[src/common/nand_host_defines.vh]
// Constants for the NAND flash host pin sequencer
`ifndef NAND_HOST_DEFINES_VH
`define NAND_HOST_DEFINES_VH

// ==========================================================
// Request kinds on the user command port
`define KIND_W           3
`define KIND_CMD         3'h0
`define KIND_ADDR        3'h1
`define KIND_ADDR5       3'h2
`define KIND_WDATA       3'h3
`define KIND_RDATA       3'h4
`define KIND_WAIT        3'h5
`define KIND_DESEL       3'h6

// ==========================================================
// Bus shape
`define IO_W_DEF         8
`define ADDR_BYTES       5
`define ADDR_BITS        40

// ==========================================================
// Pin timing, nanoseconds, and derived core_clk cycle counts
`define CLK_PERIOD_NS    25
`define T_SETUP_NS       25
`define T_WE_LOW_NS      25
`define T_HOLD_NS        25
`define T_RE_LOW_NS      75
`define T_RE_HIGH_NS     25
`define T_BUSY_START_NS  100
`define SETUP_CYC        ((`T_SETUP_NS + `CLK_PERIOD_NS - 1) / `CLK_PERIOD_NS)
`define WE_LOW_CYC       ((`T_WE_LOW_NS + `CLK_PERIOD_NS - 1) / `CLK_PERIOD_NS)
`define HOLD_CYC         ((`T_HOLD_NS + `CLK_PERIOD_NS - 1) / `CLK_PERIOD_NS)
`define RE_LOW_CYC       ((`T_RE_LOW_NS + `CLK_PERIOD_NS - 1) / `CLK_PERIOD_NS)
`define RE_HIGH_CYC      ((`T_RE_HIGH_NS + `CLK_PERIOD_NS - 1) / `CLK_PERIOD_NS)
`define BUSY_START_CYC   ((`T_BUSY_START_NS + `CLK_PERIOD_NS - 1) / `CLK_PERIOD_NS)
`define CNT_W            8

`endif

[src/hw/nand_host_seq.v]
// Host-side NAND flash command bus sequencer
`timescale 1ns/1ps
`include "nand_host_defines.vh"

module nand_host_seq #(
  parameter IO_W = `IO_W_DEF
) (
  input  wire                   core_clk,
  input  wire                   rst_n,
  input  wire                   clk_en,
  input  wire                   cmd_valid,
  input  wire [`KIND_W-1:0]     cmd_kind,
  input  wire [IO_W-1:0]        cmd_data,
  input  wire [`ADDR_BITS-1:0]  cmd_addr,
  output reg                    cmd_ready,
  output reg                    cmd_done,
  output reg  [IO_W-1:0]        rd_data,
  output reg                    dev_busy,
  input  wire                   write_protect,
  input  wire                   lock_enable,
  output reg                    cle,
  output reg                    ale,
  output reg                    ce_n,
  output reg                    re_n,
  output reg                    we_n,
  output reg                    wp_n,
  output reg                    lock,
  output reg  [IO_W-1:0]        io_out,
  output reg                    io_oe,
  input  wire [IO_W-1:0]        io_in,
  input  wire                   rb_n_in
);

  // ==========================================================
  // States
  localparam [7:0] S_IDLE   = 8'h01;
  localparam [7:0] S_SETUP  = 8'h02;
  localparam [7:0] S_STROBE = 8'h04;
  localparam [7:0] S_HOLD   = 8'h08;
  localparam [7:0] S_RDLOW  = 8'h10;
  localparam [7:0] S_RDHIGH = 8'h20;
  localparam [7:0] S_WAITB  = 8'h40;
  localparam [7:0] S_WAITR  = 8'h80;

  // Cycle counts kept at full width, only compared against
  localparam integer SETUP_N = `SETUP_CYC;
  localparam integer WE_N    = `WE_LOW_CYC;
  localparam integer HOLD_N  = `HOLD_CYC;
  localparam integer RELOW_N = `RE_LOW_CYC;
  localparam integer REHI_N  = `RE_HIGH_CYC;
  localparam integer BSTRT_N = `BUSY_START_CYC;

  // Byte widened onto the bus, upper lines low
  function [IO_W-1:0] widen;
    input [7:0] b;
    begin
      widen = {IO_W{1'b0}};
      widen[7:0] = b;
    end
  endfunction

  reg [7:0]             state_r;
  reg [`KIND_W-1:0]     kind_r;
  reg [`CNT_W-1:0]      cnt_r;
  reg [`ADDR_BITS-1:0]  addr_r;
  reg [2:0]             byte_idx_r;
  reg [IO_W-1:0]        io_meta_r;
  reg [IO_W-1:0]        io_sync_r;
  reg                   rb_meta_r;
  reg                   rb_sync_r;

  // ==========================================================
  // Pin input synchronisers
  always @(posedge core_clk) begin
    if (!rst_n) begin
      io_meta_r <= {IO_W{1'b0}};
      io_sync_r <= {IO_W{1'b0}};
      rb_meta_r <= 1'b1;
      rb_sync_r <= 1'b1;
    end else if (clk_en) begin
      io_meta_r <= io_in;
      io_sync_r <= io_meta_r;
      rb_meta_r <= rb_n_in;
      rb_sync_r <= rb_meta_r;
    end
  end

  // ==========================================================
  // Pin sequencer
  always @(posedge core_clk) begin
    if (!rst_n) begin
      state_r    <= S_IDLE;
      kind_r     <= `KIND_CMD;
      cnt_r      <= {`CNT_W{1'b0}};
      addr_r     <= {`ADDR_BITS{1'b0}};
      byte_idx_r <= 3'h0;
      cmd_ready  <= 1'b0;
      cmd_done   <= 1'b0;
      rd_data    <= {IO_W{1'b0}};
      dev_busy   <= 1'b0;
      cle        <= 1'b0;
      ale        <= 1'b0;
      ce_n       <= 1'b1;
      re_n       <= 1'b1;
      we_n       <= 1'b1;
      wp_n       <= 1'b0;
      lock       <= 1'b0;
      io_out     <= {IO_W{1'b0}};
      io_oe      <= 1'b0;
    end else if (clk_en) begin
      cmd_done <= 1'b0;
      wp_n     <= ~write_protect;
      lock     <= lock_enable;
      dev_busy <= ~rb_sync_r;
      case (state_r)
        S_IDLE: begin
          cmd_ready <= 1'b1;
          if (cmd_valid && cmd_ready) begin
            cmd_ready <= 1'b0;
            kind_r    <= cmd_kind;
            cnt_r     <= {`CNT_W{1'b0}};
            case (cmd_kind)
              `KIND_CMD, `KIND_ADDR, `KIND_WDATA: begin
                ce_n    <= 1'b0;
                cle     <= (cmd_kind == `KIND_CMD);
                ale     <= (cmd_kind == `KIND_ADDR);
                io_out  <= (cmd_kind == `KIND_WDATA) ? cmd_data : widen(cmd_data[7:0]);
                io_oe   <= 1'b1;
                state_r <= S_SETUP;
              end
              `KIND_ADDR5: begin
                ce_n       <= 1'b0;
                ale        <= 1'b1;
                addr_r     <= cmd_addr;
                byte_idx_r <= 3'h0;
                io_out     <= widen(cmd_addr[7:0]);
                io_oe      <= 1'b1;
                state_r    <= S_SETUP;
              end
              `KIND_RDATA: begin
                ce_n    <= 1'b0;
                io_oe   <= 1'b0;
                re_n    <= 1'b0;
                state_r <= S_RDLOW;
              end
              `KIND_WAIT: begin
                ce_n    <= 1'b1;
                state_r <= S_WAITB;
              end
              default: begin
                ce_n      <= 1'b1;
                cmd_done  <= 1'b1;
                cmd_ready <= 1'b0;
                state_r   <= S_IDLE;
              end
            endcase
          end
        end
        S_SETUP: begin
          if (cnt_r + 1'b1 >= SETUP_N) begin
            cnt_r   <= {`CNT_W{1'b0}};
            we_n    <= 1'b0;
            state_r <= S_STROBE;
          end else begin
            cnt_r <= cnt_r + 1'b1;
          end
        end
        S_STROBE: begin
          if (cnt_r + 1'b1 >= WE_N) begin
            cnt_r   <= {`CNT_W{1'b0}};
            we_n    <= 1'b1;
            state_r <= S_HOLD;
          end else begin
            cnt_r <= cnt_r + 1'b1;
          end
        end
        S_HOLD: begin
          if (cnt_r + 1'b1 >= HOLD_N) begin
            cnt_r <= {`CNT_W{1'b0}};
            if (kind_r == `KIND_ADDR5 && byte_idx_r != `ADDR_BYTES - 1) begin
              byte_idx_r <= byte_idx_r + 1'b1;
              addr_r     <= {8'h00, addr_r[`ADDR_BITS-1:8]};
              io_out     <= widen(addr_r[15:8]);
              state_r    <= S_SETUP;
            end else begin
              cle      <= 1'b0;
              ale      <= 1'b0;
              io_oe    <= 1'b0;
              cmd_done <= 1'b1;
              state_r  <= S_IDLE;
            end
          end else begin
            cnt_r <= cnt_r + 1'b1;
          end
        end
        S_RDLOW: begin
          if (cnt_r + 1'b1 >= RELOW_N) begin
            cnt_r   <= {`CNT_W{1'b0}};
            rd_data <= io_sync_r;
            re_n    <= 1'b1;
            state_r <= S_RDHIGH;
          end else begin
            cnt_r <= cnt_r + 1'b1;
          end
        end
        S_RDHIGH: begin
          if (cnt_r + 1'b1 >= REHI_N) begin
            cnt_r    <= {`CNT_W{1'b0}};
            cmd_done <= 1'b1;
            state_r  <= S_IDLE;
          end else begin
            cnt_r <= cnt_r + 1'b1;
          end
        end
        S_WAITB: begin
          // Let ready/busy fall before polling
          if (cnt_r + 1'b1 >= BSTRT_N) begin
            cnt_r   <= {`CNT_W{1'b0}};
            state_r <= S_WAITR;
          end else begin
            cnt_r <= cnt_r + 1'b1;
          end
        end
        S_WAITR: begin
          if (rb_sync_r) begin
            cmd_done <= 1'b1;
            state_r  <= S_IDLE;
          end
        end
        default: begin
          state_r <= S_IDLE;
        end
      endcase
    end
  end

endmodule // nand_host_seq

[config.mk]
export PLATFORM = sky130hd
export DESIGN_NAME = nand_host_seq
export DESIGN_NICKNAME = d
export VERILOG_FILES = /design/src/hw/nand_host_seq.v
export VERILOG_INCLUDE_DIRS = /design/src /design/src/common
export SDC_FILE = /design/constraint.sdc
export NUM_CORES = 1
export LEC_CHECK = 0
export ABC_AREA = 1
export BUFFER_PORTS_ARGS = -buffer_cell sky130_fd_sc_hd__clkbuf_2
export CAP_MARGIN = 20
export CORE_MARGIN = 4
export CORE_UTILIZATION = 40
export CTS_CLUSTER_SIZE = 16
export DETAILED_ROUTE_END_ITERATION = 10
export GPL_ROUTABILITY_DRIVEN = 0
export GPL_TIMING_DRIVEN = 0
export PLACE_DENSITY = 0.7
export SLEW_MARGIN = 25
export SYNTH_ARGS = -nofsm -noshare
export SYNTH_HDL_FRONTEND = slang
export SYNTH_SLANG_ARGS = --single-unit
[constraint.sdc]
create_clock -name core_clk -period 4.5 [get_ports core_clk]
set_input_delay 0.9 -clock core_clk [delete_from_list [all_inputs] [get_ports core_clk]]
set_output_delay 0.9 -clock core_clk [all_outputs]
set_load 0.005 [all_outputs]
==> impl_table.tex <==
\begin{tabular}{lr}
\hline
Metric & Value \\
\hline
\multicolumn{2}{l}{\textbf{Clock network}} \\
\quad Root buf cell & sky130\_fd\_sc\_hd\_\_clkbuf\_16 \\
\quad Buffer depth of the longest clock path & 2 \\
\quad Cts bufs inserted & 9 \\
\quad Clock tree sinks & 99 \\
\quad Clock slew at the register clock pins of the worst setup and hold paths & 0.06 ns \\
\quad Clock insertion delay at the later pin of the skew report & 0.35 ns \\
\quad Post-CTS Setup Bufs & 0 \\
\quad Clock tree from TritonCTS & built \\
\quad \# hold bufs at CTS & 0 \\
\quad Number of H-tree branching levels & 3 \\
\quad Number of gates given a new drive strength after cts & 0 \\
\multicolumn{2}{l}{\textbf{Place}} \\
\quad Cell Area, Placed & 5321 um\^{}2 \\
\quad Half-perimeter wire length of the detailed placement result & 9.198 mm \\
\quad Port Buffer Count & 92 \\
\multicolumn{2}{l}{\textbf{Worst setup path}} \\
\quad Critical Path End Type & flop \\
\quad Worst Path Buf+Inv & 5 \\
\quad Arrival time at the worst endpoint & 2.51 ns \\
\quad Library cell contributing the largest single delay on the critical path & sky130\_fd\_sc\_hd\_\_clkbuf\_1 \\
\quad Cell mode on critical path & sky130\_fd\_sc\_hd\_\_clkbuf\_1 \\
\quad CP delay by family, top & buffers and inverters \\
\quad Nature of the critical path startpoint & input port \\
\quad Cells along the critical path & clkbuf\_2 > clkbuf\_1 > inv\_1 > clkbuf\_1 > clkbuf\_1 > nor2\_1 > nor2\_1 \\
\quad Critical path class & input port to flop \\
\quad Delay of the slowest critical-path stage & 0.44 ns \\
\quad Path depth of the worst reg2reg path & 10 \\
\quad Critical Path RT & 4.78 ns \\
\quad Critical path fanouts, max & 10 \\
\quad Stages on the worst setup path & 7 \\
\multicolumn{2}{l}{\textbf{Pwr}} \\
\quad Clock network fraction of total power & 0.270 \\
\quad Total internal power & 2.035 mW \\
\quad Sw frac & 0.3695 \\
\quad Static Leak & 2.529 nW \\
\quad Total power per unit cell area & 570.3 nW/um\^{}2 \\
\quad Switching pwr & 1.193 mW \\
\quad Power share of the sequential group & 0.363 \\
\quad Worst-case vdd ir drop & 0.0003471 V \\
\quad Comb power frac & 0.367 \\
\multicolumn{2}{l}{\textbf{Routing}} \\
\quad Met2 wire length & 5.683 mm \\
\quad Routed wire length on met3 & 884 um \\
\quad Drt wl/cell & 13.39 um \\
\quad Via-to-Cell Ratio & 4.972 \\
\quad Top layer reached by signal wires & met4 \\
\quad Iteration-0 DRC count of the detailed router & 333 \\
\quad Total Routed Length & 12.39 mm \\
\quad Number of antenna-violating nets in the routed design & 0 \\
\quad TritonRoute pass-1 iters & 5 \\
\quad Number of vias in the routed layout & 4599 \\
\quad Post-route DRC violation count & 0 \\
\quad Wire length the detailed router placed on met1 & 5.639 mm \\
\multicolumn{2}{l}{\textbf{Global routing}} \\
\quad Overall track demand over capacity in global routing & 0.1849 \\
\quad Number of global-route vias before repair & 4193 \\
\quad Total global routing overflow & 0 \\
\quad First-pass GRT wire length & 19.91 mm \\
\quad Antenna violations before repair & 0 \\
\quad Largest net degree at the start of global routing & 16 \\
\multicolumn{2}{l}{\textbf{Timing}} \\
\quad Fin crit period & 2.224 ns \\
\quad Headroom to the max-slew limit & 0.5693 \\
\quad Maximum clock rate & 449.7 MHz \\
\quad Actual transition at the worst max-transition pin & 0.6460 ns \\
\quad Unrepaired setup endpoints after global routing & false \\
\quad Share of the cycle needed by the critical path after routing & 0.4941 \\
\quad Worst clock skew & 0.008005 ns \\
\quad Total negative slack & 0 ns \\
\quad Setup-failing EPs final & 0 \\
\quad Final hold violations & 0 \\
\quad Final Slew Violations & 0 \\
\multicolumn{2}{l}{\textbf{Die}} \\
\quad Cell Rows & 39 \\
\quad Vert. Die Dim & 116.2 um \\
\quad Die Span X & 116.2 um \\
\quad Starting density of the core & 0.4100 \\
\quad Top-level port count & 93 \\
\quad CORE AREA & 11420 um\^{}2 \\
\quad Die area & 13500 um\^{}2 \\
\multicolumn{2}{l}{\textbf{Final layout}} \\
\quad Area taken by multi-input logic gates & 2281 um\^{}2 \\
\quad Leading cell type in the layout, fill and taps excluded & sky130\_fd\_sc\_hd\_\_nand2\_1 \\
\quad Number of nets in the layout & 848 \\
\quad Area Overhead vs Synth & 20.90\% \\
\quad Top library cells by usage in the layout, fill and taps aside & sky130\_fd\_sc\_hd\_\_nand2\_1 (166), sky130\_fd\_sc\_hd\_\_dfxtp\_1 (99), sky130\_fd\_sc\_hd\_\_clkbuf\_2 (92) \\
\quad Inserted Diodes & 0 \\
\quad Layout cell share with drive strength beyond 1 & 0.1880 \\
\quad Sequential standard cell area & 1982 um\^{}2 \\
\quad Post-route standard cell area excluding fillers & 5660 um\^{}2 \\
\quad FILL cells & 1200 \\
\multicolumn{2}{l}{\textbf{Synthesis}} \\
\quad Share of synthesized registers carrying an async set or reset & 0 \\
\quad Post-Synthesis Cells & 674 \\
\quad Number of storage elements in the synthesis netlist & 99 \\
\quad Netlist Area Pre-Place & 4682 um\^{}2 \\
\quad Share of Yosys cell area claimed by the top area cell type & 0.4233 \\
\quad Number of synthesized flops with an enable pin & 0 \\
\quad Per-instance average area after synthesis & 6.947 um\^{}2 \\
\quad Top FF cell, synth & sky130\_fd\_sc\_hd\_\_dfxtp\_1 \\
\quad Largest cells by area after synthesis & sky130\_fd\_sc\_hd\_\_dfxtp\_1 (42\%), sky130\_fd\_sc\_hd\_\_nand2\_1 (13\%), sky130\_fd\_sc\_hd\_\_a21oi\_1 (7.4\%) \\
\quad Number of different library cells in the post-synthesis netlist & 35 \\
\quad Ys Warns & 0 \\
\quad Nets in the synthesized netlist & 745 \\
\quad Sequential element share of the synthesized area & 0.4233 \\
\quad Post-synthesis cell type with the largest combined area & sky130\_fd\_sc\_hd\_\_dfxtp\_1 \\
\multicolumn{2}{l}{\textbf{Hold path}} \\
\quad Number of cells on the worst hold path & 2 \\
\quad Hold Path Class & flop to flop \\
\multicolumn{2}{l}{\textbf{Flow run}} \\
\quad Max-Cap Viols & 0 \\
\multicolumn{2}{l}{\textbf{Outcome}} \\
\quad Result of the run & complete, no violations \\
\hline
\end{tabular}
per-stage QoR:
step                setup slack [ns]  std cells  utilization  hold slack, ns  total power, mW
floorplan                      2.381        674            -          0.4254            2.057
global placement               1.899        909       0.4660          0.4321            2.351
detailed placement             1.926        909       0.4660          0.4392            2.369
CTS                            2.249        925       0.4957          0.4490            3.238
global route                   2.087        925       0.4957          0.4707            3.451
finish                         2.276        925       0.4957          0.4486            3.228
flip-flops by register name (all words and copies together), names as in the netlist:
signal / cells
addr_r: 32
cnt_r: 8
io_meta_r: 8
io_out: 8
io_sync_r: 8
rd_data: 8
state_r: 8
byte_idx_r: 3
kind_r: 3
ale: 1
ce_n: 1
cle: 1
cmd_done: 1
cmd_ready: 1
dev_busy: 1
io_oe: 1
lock: 1
rb_meta_r: 1
rb_sync_r: 1
re_n: 1
we_n: 1
wp_n: 1
tightest hold or removal path, stage by stage, from the launching register on:
cell and delay, ns:
sky130_fd_sc_hd__dfxtp_1 0.31, sky130_fd_sc_hd__inv_1 0.05, sky130_fd_sc_hd__a21oi_1 0.05
cell families after synthesis:
| logic type | count (synthesis) | synth area share |
|---|---|---|
| adder cells (fa/ha/maj) | 5 | 0.01336 |
| XOR/XNOR | 1 | 0.001871 |
| buffers and inverters | 96 | 0.08953 |
| AND/OR/NAND/NOR | 323 | 0.3071 |
| AO/OA/AOI/OAI | 150 | 0.1649 |
| flip-flops | 99 | 0.4233 |
synth_stat cells, types with 2 or more instances:
cell type                  number
sky130_fd_sc_hd__nand2_1      166
sky130_fd_sc_hd__dfxtp_1       99
sky130_fd_sc_hd__nor2_1        79
sky130_fd_sc_hd__a21oi_1       69
sky130_fd_sc_hd__inv_1         61
sky130_fd_sc_hd__o21ai_0       41
sky130_fd_sc_hd__nand3_1       38
sky130_fd_sc_hd__o21ai_1       28
sky130_fd_sc_hd__clkbuf_1      19
sky130_fd_sc_hd__nor2_2         9
sky130_fd_sc_hd__a31oi_1        8
sky130_fd_sc_hd__buf_6          7
sky130_fd_sc_hd__nand2_2        6
sky130_fd_sc_hd__ha_1           5
sky130_fd_sc_hd__nor2_4         5
sky130_fd_sc_hd__nor3_1         5
sky130_fd_sc_hd__nand4_1        4
sky130_fd_sc_hd__inv_2          3
sky130_fd_sc_hd__buf_2          2
sky130_fd_sc_hd__clkinv_1       2
sky130_fd_sc_hd__nand3_2        2
sky130_fd_sc_hd__nand4_4        2
sky130_fd_sc_hd__o211ai_1       2
routing by layer:
metal | vias up | GRT usage
met4 | 0 | 0.06032
li1 | 2382 | -
met2 | 137 | 0.3061
met5 | - | 0
met3 | 18 | 0.04870
met1 | 2062 | 0.2354
worst paths after layout:
kind                            startpoint            to  slack (ns)
worst max-delay path                clk_en  io_meta_r[3]        2.28
worst min-delay path             io_out[5]     io_out[5]        0.45
worst max register to register    cnt_r[1]    rd_data[6]        2.44
worst min register to register   io_out[5]     io_out[5]        0.45
layout make-up:
| class | count | area share |
|---|---|---|
| Sequential cell | 99 | 0.3501 |
| Clock buffer | 13 | 0.04775 |
| Clock inverter | 3 | 0.01216 |
| Inverter | 66 | 0.04377 |
| Tap cell | 143 | 0.03161 |
| Multi-Input combinational cell | 479 | 0.4030 |
| Timing Repair Buffer | 92 | 0.08134 |
| Buffer | 30 | 0.03028 |
power groups by stage:
stage	clock network [mW]	registers, mW	logic [mW]
final	0.873	1.17	1.18
after detailed placement	0	1.19	1.18
after global placement	0	1.18	1.17
after CTS	0.881	1.17	1.19
after global routing	0.914	1.19	1.34
after floorplan	0	1.18	0.881
(Power assumes the default switching activity.)
